===== src/core/atten_ctrl_pkg.sv =====
// Purpose: shared constants, types and decode helpers of the attenuator control
// Assumes: frame is 16 bits, selector byte first, msb first
// Notes:   attenuation is reported in 0.5 dB units; mute reads as all ones
package atten_ctrl_pkg;

    localparam int unsigned FRAME_BITS  = 16;
    localparam int unsigned BYTE_BITS   = 8;
    localparam int unsigned NUM_CH      = 3;
    localparam int unsigned TAP_BITS    = 7;

    // selector byte codes
    localparam logic [7:0] CH1_SEL      = 8'h00;
    localparam logic [7:0] CH2_SEL      = 8'h01;
    localparam logic [7:0] CH3_SEL      = 8'h02;
    localparam logic [1:0] CH_NONE      = 2'h3;

    // attenuation code ranges
    localparam logic [7:0] CODE_STEP2_START = 8'h20;
    localparam logic [7:0] CODE_STEP3_START = 8'h40;
    localparam logic [7:0] CODE_MUTE_START  = 8'h4f;

    // attenuation in half-dB units at the start of each range
    localparam logic [7:0] HALF_DB_STEP2_BASE = 8'h20;
    localparam logic [7:0] HALF_DB_STEP3_BASE = 8'h60;
    localparam logic [7:0] HALF_DB_MUTE       = 8'hff;
    localparam logic [6:0] TAP_MUTE           = 7'h4f;

    // reset values
    localparam logic [7:0]  CODE_RESET  = 8'h4f;
    localparam logic [15:0] SHIFT_RESET = 16'h0000;
    // pin order {load_n, sclk, data}; strobe idles high, clock idles low
    localparam logic [2:0]  PIN_SYNC_RESET = 3'h4;

    // frame field positions
    localparam int unsigned SEL_MSB  = 15;
    localparam int unsigned SEL_LSB  = 8;
    localparam int unsigned CODE_MSB = 7;
    localparam int unsigned CODE_LSB = 0;

    typedef enum logic [1:0] {
        ST_IDLE     = 2'h0,
        ST_SHIFTING = 2'h1,
        ST_LATCHED  = 2'h3
    } frame_state_t;

    // channel index from selector byte, CH_NONE when unmatched
    function automatic logic [1:0] chan_index(input logic [7:0] sel);
        case (sel)
            CH1_SEL: chan_index = 2'h0;
            CH2_SEL: chan_index = 2'h1;
            CH3_SEL: chan_index = 2'h2;
            default: chan_index = CH_NONE;
        endcase
    endfunction

    function automatic logic is_mute(input logic [7:0] code);
        is_mute = (code >= CODE_MUTE_START);
    endfunction

    function automatic logic [6:0] tap_of(input logic [7:0] code);
        tap_of = is_mute(code) ? TAP_MUTE : code[6:0];
    endfunction

    function automatic logic [7:0] half_db_of(input logic [7:0] code);
        logic [7:0] d;
        d = 8'h00;
        if (is_mute(code)) begin
            half_db_of = HALF_DB_MUTE;
        end else if (code >= CODE_STEP3_START) begin
            d = code - CODE_STEP3_START;
            half_db_of = (d << 2) + HALF_DB_STEP3_BASE;
        end else if (code >= CODE_STEP2_START) begin
            d = code - CODE_STEP2_START;
            half_db_of = (d << 1) + HALF_DB_STEP2_BASE;
        end else begin
            half_db_of = code;
        end
    endfunction

    typedef struct packed {
        logic [2:0] meta;
        logic [2:0] sync;
    } pin_sync_state_t;

    typedef struct packed {
        logic                   sclk_prev;
        logic                   load_prev;
        frame_state_t           state;
        logic [15:0]            shift;
        logic [15:0]            frame;
        logic                   cascade;
        logic [2:0][7:0]        code;
        logic [2:0][6:0]        tap;
        logic [2:0][7:0]        half_db;
        logic [2:0]             mute;
    } atten_state_t;

endpackage


===== src/core/serial_attenuator_control.sv =====
// Purpose: serial control of a three-channel attenuator with cascade output
// Assumes: serial clock far slower than core_clk_in; reset is power-up
// Notes:   pin bit order to the synchroniser is {load_n, sclk, data}
//
// Notes on behaviour
// - selector byte 00, 01, 02 picks channel one, two, three.
// - codes map to 0.5, 1 and 2 dB steps; 4f and up mute.
// - cascade output shows previously held bits as new bits shift in.
// - strobe rising captures shift register into the holding latch.
// - after latching, addressed channel tap follows the data byte.
// - only the addressed channel changes; others keep their settings.
// - every channel is muted from reset until a frame addresses it.
// - on shared strobe rise each device latches its own 16 bits.
// - serial input shifts in on each serial clock rising edge.
// - shifting happens only while strobe is low for the whole frame.
// - unmatched selector leaves all channel settings unchanged.
`timescale 1ns/1ps
`default_nettype none
module serial_attenuator_control
    import atten_ctrl_pkg::*;
(
    input  wire logic       core_clk_in,
    input  wire logic       rstn_in,
    input  wire logic       sclk_in,
    input  wire logic       load_n_in,
    input  wire logic       data_in,
    output var  logic       cascade_out,
    output var  logic [6:0] ch1_tap_out,
    output var  logic [6:0] ch2_tap_out,
    output var  logic [6:0] ch3_tap_out,
    output var  logic [7:0] ch1_half_db_out,
    output var  logic [7:0] ch2_half_db_out,
    output var  logic [7:0] ch3_half_db_out,
    output var  logic       ch1_mute_out,
    output var  logic       ch2_mute_out,
    output var  logic       ch3_mute_out
);

    logic [2:0]   pins_s;
    logic         sclk_s;
    logic         load_n_s;
    logic         data_s;
    logic         sclk_rise;
    logic         load_rise;
    logic [1:0]   ch_idx;
    logic [7:0]   new_code;
    atten_state_t cur;
    atten_state_t next_cur;

    pin_sync pin_sync_inst (
        .core_clk_in (core_clk_in),
        .rstn_in     (rstn_in),
        .pins_in     ({load_n_in, sclk_in, data_in}),
        .pins_out    (pins_s)
    );

    assign load_n_s  = pins_s[2];
    assign sclk_s    = pins_s[1];
    assign data_s    = pins_s[0];
    assign sclk_rise = sclk_s & ~cur.sclk_prev;
    assign load_rise = load_n_s & ~cur.load_prev;
    assign ch_idx    = chan_index(cur.frame[SEL_MSB:SEL_LSB]);
    assign new_code  = cur.frame[CODE_MSB:CODE_LSB];

    always_comb begin
        next_cur           = cur;
        next_cur.sclk_prev = sclk_s;
        next_cur.load_prev = load_n_s;
        // oldest bit leaves first, so a frame passes on after 16 clocks
        next_cur.cascade   = cur.shift[FRAME_BITS-1];
        if (!load_n_s && sclk_rise) begin
            next_cur.shift = {cur.shift[FRAME_BITS-2:0], data_s};
        end
        case (cur.state)
            ST_IDLE: begin
                if (!load_n_s) begin
                    next_cur.state = ST_SHIFTING;
                end
            end
            ST_SHIFTING: begin
                if (load_rise) begin
                    next_cur.frame = cur.shift;
                    next_cur.state = ST_LATCHED;
                end
            end
            ST_LATCHED: begin
                // only a matched selector touches a channel
                if (ch_idx != CH_NONE) begin
                    next_cur.code[ch_idx]    = new_code;
                    next_cur.tap[ch_idx]     = tap_of(new_code);
                    next_cur.half_db[ch_idx] = half_db_of(new_code);
                    next_cur.mute[ch_idx]    = is_mute(new_code);
                end
                next_cur.state = load_n_s ? ST_IDLE : ST_SHIFTING;
            end
            default: begin
                next_cur.state = ST_IDLE;
            end
        endcase
    end

    always_ff @(posedge core_clk_in) begin
        if (!rstn_in) begin
            cur.sclk_prev <= 1'b0;
            cur.load_prev <= 1'b1;
            cur.state     <= ST_IDLE;
            cur.shift     <= SHIFT_RESET;
            cur.frame     <= SHIFT_RESET;
            cur.cascade   <= 1'b0;
            for (int i = 0; i < NUM_CH; i++) begin
                cur.code[i]    <= CODE_RESET;
                cur.tap[i]     <= TAP_MUTE;
                cur.half_db[i] <= HALF_DB_MUTE;
                cur.mute[i]    <= 1'b1;
            end
        end else begin
            cur <= next_cur;
        end
    end

    assign cascade_out     = cur.cascade;
    assign ch1_tap_out     = cur.tap[0];
    assign ch2_tap_out     = cur.tap[1];
    assign ch3_tap_out     = cur.tap[2];
    assign ch1_half_db_out = cur.half_db[0];
    assign ch2_half_db_out = cur.half_db[1];
    assign ch3_half_db_out = cur.half_db[2];
    assign ch1_mute_out    = cur.mute[0];
    assign ch2_mute_out    = cur.mute[1];
    assign ch3_mute_out    = cur.mute[2];

endmodule // serial_attenuator_control
`default_nettype wire


===== src/core/pin_sync.sv =====
// Purpose: two-flop synchroniser for the three serial control pins
// Assumes: pins are asynchronous to core_clk_in
// Notes:   first stage feeds only the second stage
`timescale 1ns/1ps
`default_nettype none
module pin_sync
    import atten_ctrl_pkg::*;
(
    input  wire logic       core_clk_in,
    input  wire logic       rstn_in,
    input  wire logic [2:0] pins_in,
    output var  logic [2:0] pins_out
);

    pin_sync_state_t cur;
    pin_sync_state_t next_cur;

    always_comb begin
        next_cur      = cur;
        next_cur.meta = pins_in;
        next_cur.sync = cur.meta;
    end

    always_ff @(posedge core_clk_in) begin
        if (!rstn_in) begin
            // idle levels, so no false strobe or clock edge follows reset
            cur.meta <= PIN_SYNC_RESET;
            cur.sync <= PIN_SYNC_RESET;
        end else begin
            cur <= next_cur;
        end
    end

    assign pins_out = cur.sync;

endmodule // pin_sync
`default_nettype wire


===== config.mk =====
export PLATFORM = sky130hd
export DESIGN_NAME = serial_attenuator_control
export DESIGN_NICKNAME = d
export VERILOG_FILES = /design/src/core/atten_ctrl_pkg.sv /design/src/core/serial_attenuator_control.sv /design/src/core/pin_sync.sv
export SDC_FILE = /design/constraint.sdc
export NUM_CORES = 1
export LEC_CHECK = 0
export BUFFER_PORTS_ARGS = -buffer_cell sky130_fd_sc_hd__buf_2
export CAP_MARGIN = 20
export CORE_ASPECT_RATIO = 1.5
export CORE_MARGIN = 2
export CORE_UTILIZATION = 40
export CTS_CLUSTER_SIZE = 30
export DETAILED_ROUTE_END_ITERATION = 6
export PLACE_DENSITY = 0.59
export SYNTH_ARGS = -nofsm -noshare
export SYNTH_HDL_FRONTEND = slang
export SYNTH_HIERARCHICAL = 1
export SYNTH_SLANG_ARGS = --single-unit

===== constraint.sdc =====
create_clock -name core_clk_in -period 4.72 [get_ports core_clk_in]
set_input_delay 0.236 -clock core_clk_in [delete_from_list [all_inputs] [get_ports core_clk_in]]
set_output_delay 0.236 -clock core_clk_in [all_outputs]
set_load 0.005 [all_outputs]

==> results of run 1 <==
[metrics by stage]
stage                     setup WS (ns)  power (mW)
final                             2.491       1.568
after floorplan                   2.736      0.8125
after detailed placement          2.423      0.8182
after global routing              2.115       1.616
after CTS                         2.436       1.586
after global placement            2.599      0.8177
[cell usage in the layout (no fill, tap or decap), types with 8 or more instances in the layout]
cell and instances:
o211ai_2 10, buf_2 53, o211ai_1 20, clkbuf_16 9, dfxtp_1 91, and2_1 8, a21oi_1 8, nand3_1 8
nand2_1 110, a21boi_0 36
[cell usage after synthesis (all sizes together), types with 4 or more instances]
library cell	count
nor2	7
o21ai	6
o211ai	30
nand2b	4
mux2i	5
nand3	8
dfxtp	91
a21boi	38
and2	8
nand2	110
or4	4
inv	7
nor3b	6
buf	54
a21oi	8
ha	5
clkbuf	21
[final cells by class]
cell class / count / area (µm²) / area share
multi-input combinational: 274 / 1698 / 0.3955
tap: 117 / 146.4 / 0.03410
clock inverter: 4 / 73.82 / 0.01720
clock buffer: 12 / 246.5 / 0.05742
inverter: 7 / 26.28 / 0.006121
timing repair buffer: 55 / 280.3 / 0.06529
sequential: 91 / 1822 / 0.4244
[routing by layer]
metal | global-route usage | wire [µm] | vias up | part of all wire
li1 | - | - | 1460 | -
met1 | 0.1679 | 3340 | 1323 | 0.42
met2 | 0.2581 | 4038 | 52 | 0.51
met3 | 0.03295 | 288 | 18 | 0.036
met4 | 0.08915 | 298 | 0 | 0.037
met5 | 0 | 0 | - | 0
[flip-flops by register name, indices dropped and copies added (netlist names)]
name                    flops
cascade_out                 1
ch1_half_db_out             8
ch1_mute_out                1
ch1_tap_out                 7
ch2_half_db_out             8
ch2_mute_out                1
ch2_tap_out                 7
ch3_half_db_out             8
ch3_mute_out                1
ch3_tap_out                 7
cur                        36
pin_sync_inst/cur           3
pin_sync_inst/pins_out      3
[worst register-to-register path: stages, from the launching register on]
cell and delay [ns]:
dfxtp_1 0.38, nor4b_1 0.34, nand4_1 0.77, o311ai_0 0.60
[power groups by stage]
stage / clock network (mW) / registers [mW] / logic [mW]
2_1_floorplan: 0 / 0.789 / 0.0233
6_report: 0.768 / 0.773 / 0.0279
3_3_place_gp: 0 / 0.790 / 0.0277
4_1_cts: 0.785 / 0.773 / 0.0283
3_5_place_dp: 0 / 0.790 / 0.0282
5_1_grt: 0.813 / 0.773 / 0.0307
[worst min path at each step]
stage,to,slack (ns),cells after the start
3_5_place_dp,pin_sync_inst/pins_out[2],0.39,1
4_1_cts,pin_sync_inst/cur[5],0.06,2
6_report,pin_sync_inst/cur[5],0.07,2
5_1_grt,pin_sync_inst/cur[5],0.08,2
2_1_floorplan,pin_sync_inst/cur[5],0.31,1
3_3_place_gp,pin_sync_inst/pins_out[2],0.39,1
[kinds of logic after synthesis]
| kind of cell | share of synthesized area |
|---|---|
| compound gates | 0.1817 |
| flops | 0.4492 |
| mux | 0.01234 |
| buf+inv | 0.1321 |
| xor+xnor | 0.004320 |
| fa+ha+maj | 0.01790 |
| simple gates | 0.2024 |
==> summary.md, run 1 <==
| Metric | Value |
|---|---|
| Share of the synthesized area in the top cell type | `0.4492` |
| Number of fill cells | `slightly above 1,000` |
| Worst path depth | `3` |
| Pins Over Slew Limit | `0` |
| Max Clk Rate | `between 400 and 500 MHz` |
| Worst-Skew Late Latency | `around 0.34 ns` |
| Netlist cell types | `49` |
| PwrDens | `about 370 mW/mm²` |
| Vias in the first global route | `between 2,000 and 3,000` |
| Number of H-tree levels | `3` |
| GP Congestion | `~0.80` |
| Fin cells | `560` |
| Synthesis warning total | `6` |
| Ys flop type | `dfxtp_1` |
| Vias | `about 2,900` |
| CP arrival | `approximately 2.4 ns` |
| Die height | `127.3 µm` |
| First-pass GRT wire length | `between 10 and 15 mm` |
| Mean post-synth cell area | `a little over 9 µm²` |
| Worst-Margin Slew | `around 0.9 ns` |
| Switching pwr | `0.3079 mW` |
| Post-Layout Inst Area | `about 0.0043 mm²` |
| Hold Fails Final Rpt | `0` |
| Share of layout cells above drive strength 1 | `0.2009` |
| Routed len/inst | `14.23 µm` |
| Total CTS buffers | `9` |
| Synth Cell Area | `between 0.004 and 0.005 mm²` |
| Post-CTS Resized | `0` |
| Path type of the worst min-delay path | `in -> reg` |
| Core ar. | `0.01002 mm²` |
| Min-delay src | `load_n_in` |
| Site row count | `45` |
| NumNets Final | `between 400 and 500` |
| Number of vias per cell | `5.095` |
| Worst path required time | `4.93 ns` |
| Crit path from | `cur[106]` |
| Clock power frac | `0.489` |
| Tcrit/Tclk final | `0.4723` |
| Critical-path maximum fanout | `24` |
| Leak pwr | `around 1.7 nW` |
| CP Launch Type | `flip-flop` |
| CP endpoint kind | `flip-flop` |
| Delay-heaviest family, CP | `simple AND/OR/NAND/NOR gates` |
| Initial Util | `0.4046` |
| R2R depth | `3` |
| Rel. slew slack | `0.4113` |
| Die ar. | `0.01098 mm²` |
| Synth area leaders | `dfxtp_1 45%, nand2_1 10%, buf_4 8.9%` |
| #FFs+latches synth | `a little over 90` |
| Clk sink count | `between 90 and 100` |
| Die width | `between 80 and 90 µm` |
| Worst vdd ir | `about 0.17 mV` |
| Placed Area | `0.003973 mm²` |
| CP Buf/Inv Count | `0` |
| Pint | `1.260 mW` |
| Switching Share | `0.1963` |
| Fin crit period | `around 2.2 ns` |
| Postcts setup bufs | `0` |
| Dpl cells | `approximately 540` |
| Post-CTS Hold Buffers | `0` |
| P&R area growth vs syn | `5.862%` |
| Combinational Power Share | `0.018` |
| Reg2reg setup slack | `between 2 and 2.5 ns` |
| Clock-pin slew on the worst setup and hold paths | `0.06 ns` |
| Register area share after synthesis | `0.4492` |
| Num ports | `between 50 and 60` |
| Clock skew | `between 0.006 and 0.007 ns` |
| Setup violators final | `0` |
| Final Core Density | `0.4283` |
| Worst path slowest cell | `nand4_1` |
| R2R Path Start | `cur[106]` |
| CTS max path bufs | `2` |
| Port bufs | `53` |
| Drt pass-1 iters | `4` |
| Hpwl dp | `between 5 and 6 mm` |
| Post-DRT Antenna Nets | `0` |
| Largest net degree at the start of global routing | `53` |
| Post-synth net total | `457` |
| Reg power frac | `0.493` |
| Hold Slack | `0.06857 ns` |
| Unrepaired setup endpoints after global routing | `no` |
| Iter 0 DRT Violations | `130` |
| Crit path to | `ch1_half_db_out[3]` |
| Crit Path Category | `reg -> reg` |
| Total GRT Usage | `0.1504` |
| Number of flops mapped to enable cells by yosys | `0` |
| Mapped Cells | `~450` |
| Initial antenna violation count | `0` |
| Dominant cell type by area after synthesis | `dfxtp_1` |
| Setup TNS after final layout | `0 ns` |
| Ant. Diodes | `0` |
| CTS Root Cell | `clkbuf_16` |
| Worst-path cell chain | `nor4b_1 -> nand4_1 -> o311ai_0` |
| Status | `finished, final reports clean` |
| Max incr delay on CP | `between 0.7 and 0.8 ns` |
| Maxcap violations | `0` |
| Total wire length | `between 7 and 8 mm` |
| DRC | `0` |
| GR Overflow Total | `0` |
| Async SR Flop Fraction | `0` |
| Worst r2r dst | `ch1_half_db_out[3]` |
| CTS tree | `done` |
(Power assumes the default switching activity.)
==> inputs of run 2 (changes only) <==
Settings changed: ABC_AREA set to 1, PLACE_DENSITY 0.59 to 0.61.
Clock period 4.72 ns to 1.9 ns, I/O delays scaled along.
==> run 2 against run 1 <==
- power is 140% higher
- combinational power grew to 3.6 times the previous value
- via count is 12% higher
==> summary.md, run 2 <==
| Metric | Value |
|---|---|
| Async SR Flop Fraction | `0 (unchanged)` |
| GP Congestion | `0.9505 (+19%)` |
| Port bufs | `53 (unchanged)` |
| Fin crit period | `1.673 ns (-0.5558 ns)` |
| Clock skew | `0.007330 ns (+0.001199 ns)` |
| Top reg by flops | `cur` |
| Site row count | `44 (-2.2%)` |
| PwrDens | `865.2 mW/mm² (+140%)` |
| Num ports | `54 (unchanged)` |
| Register area share after synthesis | `0.4611 (+0.01181)` |
| CP Buf/Inv Count | `2 (+2)` |
| Synth top cells by count | `101 x nand2_1, 91 x dfxtp_1, 65 x nor2_1` |
| Pins Over Slew Limit | `0 (unchanged)` |
| Total GRT Usage | `0.1645 (+0.01411)` |
| Die height | `125.7 µm (-1.2%)` |
| Setup violators final | `0 (unchanged)` |
| Vias in the first global route | `2,999 (+14%)` |
| Share of layout cells above drive strength 1 | `0.1921 (-0.008813)` |
| Ant. Diodes | `0 (unchanged)` |
| Die width | `85.15 µm (-1.2%)` |
| Post-synth net total | `526 (+15%)` |
| Delay-heaviest family, CP | `simple AND/OR/NAND/NOR gates` |
| CP arrival | `1.96 ns (-0.48 ns)` |
| Max incr delay on CP | `0.39 ns (-0.38 ns)` |
| Worst-path cell chain | `inv_1 -> ha_1 -> inv_1 -> nor2_1 -> o21ai_1 -> nand2_2 -> nand2_1 -> nand2_1 -> nand3_1` |
| CTS tree | `done` |
| Number of H-tree levels | `3 (unchanged)` |
| Setup TNS after final layout | `0 ns (unchanged)` |
| Multi-input combinational cell area | `0.001519 mm² (-11%)` |
| P&R area growth vs syn | `8.518%` |
| Synth area leaders | `dfxtp_1 46%, nand2_1 9.6%, buf_4 9.1%` |
| Mapped Cells | `516 (+15%)` |
| Worst-Margin Slew | `0.5267 ns (-0.3538 ns)` |
| Maxcap violations | `0 (unchanged)` |
| CTS Root Cell | `clkbuf_16` |
| Clk sink count | `91 (unchanged)` |
| Max FFs per register | `36 (unchanged)` |
| Core ar. | `0.009634 mm² (-3.9%)` |
| Commonest non-fill, non-tap cell in the layout | `nand2_1` |
| Path type of the worst min-delay path | `in -> reg` |
| Initial antenna violation count | `0 (unchanged)` |
| Total wire length | `8.637 mm (+8.4%)` |
| Status | `finished, final reports clean` |
| #FFs+latches synth | `91 (unchanged)` |
| Hpwl dp | `6.304 mm (+12%)` |
| Leak pwr | `1.948 nW (+17%)` |
| Rel. slew slack | `0.6476 (+0.2363)` |
| Post-CTS Resized | `0 (unchanged)` |
| NumNets Final | `536 (+20%)` |
| Crit Path Category | `reg -> reg` |
| Most common cell in the netlist | `nand2_1` |
| Critical-path maximum fanout | `10 (-58%)` |
| Tcrit/Tclk final | `0.8808 (+0.4085)` |
| Dominant cell type by area after synthesis | `dfxtp_1` |
| Final Core Density | `0.4451 (+0.01672)` |
| First-pass GRT wire length | `14.19 mm (+9.7%)` |
| Postcts setup bufs | `0 (unchanged)` |
| Mean post-synth cell area | `7.658 µm² (-16%)` |
| Post-DRT Antenna Nets | `0 (unchanged)` |
| Post-CTS Hold Buffers | `3 (+3)` |
| FF+latch area | `0.001822 mm² (unchanged)` |
| Synthesis warning total | `6 (unchanged)` |
| Most frequent cells in the layout | `101 x nand2_1, 91 x dfxtp_1, 65 x nor2_1, 53 x buf_2, 45 x o21ai_0` |
| Vias | `3,206 (+12%)` |
| Unrepaired setup endpoints after global routing | `no` |
| Die ar. | `0.01071 mm² (-2.5%)` |
| Number of fill cells | `962 (-5.5%)` |
| Number of vias per cell | `4.963 (-2.6%)` |
| CP endpoint kind | `flip-flop` |
| Worst-Skew Late Latency | `0.34 ns (about the same)` |
| Worst path required time | `2.18 ns (-2.75 ns)` |
| Total CTS buffers | `9 (unchanged)` |
| Drt pass-1 iters | `4 (unchanged)` |
| Synth Cell Area | `0.003951 mm² (-2.6%)` |
| Routed len/inst | `13.37 µm (-6.0%)` |
| GR Overflow Total | `0 (unchanged)` |
| Largest net degree at the start of global routing | `30 (-43%)` |
| Worst path slowest cell | `dfxtp_1` |
| Number of flops mapped to enable cells by yosys | `0 (unchanged)` |
| DRC | `0 (unchanged)` |
| Initial Util | `0.4101 (+0.005511)` |
| CP Launch Type | `flip-flop` |
| Share of the synthesized area in the top cell type | `0.4611 (+0.01181)` |
| Netlist cell types | `23 (-53%)` |
| Worst vdd ir | `0.4795 mV (+190%)` |
| CTS max path bufs | `2 (unchanged)` |
| Hold Fails Final Rpt | `0 (unchanged)` |
| Clock-pin slew on the worst setup and hold paths | `0.07 ns (about the same)` |
| Iter 0 DRT Violations | `126 (-3.1%)` |
| Ys flop type | `dfxtp_1` |
| Max Clk Rate | `597.6 MHz (+33%)` |
## run 2: cell types whose count changed after synthesis, moves of 6 or more
cell / before / now
a21boi_0: 36 / 0
a21oi_1: 8 / 42
and2_1: 8 / 0
clkbuf_1: 21 / 9
inv_1: 7 / 35
nand2_1: 110 / 101
nand3_1: 8 / 29
nor2_1: 7 / 65
nor3b_1: 6 / 0
o211ai_1: 20 / 0
o211ai_2: 10 / 4
o21ai_0: 6 / 45
o21ai_1: 0 / 9
## run 2: stage by stage
| step | hold WS, ns | power (mW) | setup WS [ns] | area (µm²) | instances |
|---|---|---|---|---|---|
| after floorplan | 0.1637 | 2.044 | 0.5313 | 3951 | 516 |
| after global placement | 0.2812 | 2.071 | 0.2761 | 3975 | 627 |
| after detailed placement | 0.2769 | 2.072 | 0.2385 | 3975 | 627 |
| after CTS | 0.1127 | 3.744 | 0.2288 | 4288 | 646 |
| after global routing | 0.1333 | 3.845 | 0.06908 | 4288 | 646 |
| final | 0.1129 | 3.710 | 0.2265 | 4288 | 646 |
## run 2: power breakdown
| group | total (mW) | switching [mW] | internal, mW |
|---|---|---|---|
| clock network | 1.68 | 0.718 | 0.959 |
| registers | 1.93 | 0.00987 | 1.92 |
| logic | 0.101 | 0.0682 | 0.0326 |
## run 2: cell families after synthesis
kind of cell | share of synthesized area
compound gates | 0.1409
simple gates | 0.2277
flops | 0.4611
fa+ha+maj | 0.01583
buf+inv | 0.1545
## run 2: worst reg2reg max path: stages (launching register included)
cell	delay (ns)
dfxtp_1	0.39
inv_1	0.14
ha_1	0.21
inv_1	0.09
nor2_1	0.04
o21ai_1	0.17
nand2_2	0.24
nand2_1	0.21
nand2_1	0.07
nand3_1	0.07
## run 2: layout make-up
cell class	instances	area share
Sequential cell	91	0.4249
Clock inverter	3	0.005252
Tap cell	115	0.03356
Clock buffer	13	0.06069
Inverter	40	0.03502
Timing Repair Buffer	66	0.08637
Multi-Input combinational cell	318	0.3542
## run 2: worst paths after layout
kind / startpoint / end / slack, ns / cells past startpoint
max reg2reg: cur[78] / ch1_tap_out[3] / 0.23 / 9
min reg2reg: pin_sync_inst/cur[5] / pin_sync_inst/pins_out[2] / 0.41 / 2
min: rstn_in / pin_sync_inst/cur[5] / 0.11 / 2
max: cur[78] / ch1_tap_out[3] / 0.23 / 9
## run 2: metal layers
metal | share of wire | global-route usage
met2 | 0.53 | 0.2881
met3 | 0.032 | 0.03670
met5 | 0 | 0
met4 | 0.022 | 0.08217
met1 | 0.41 | 0.1844
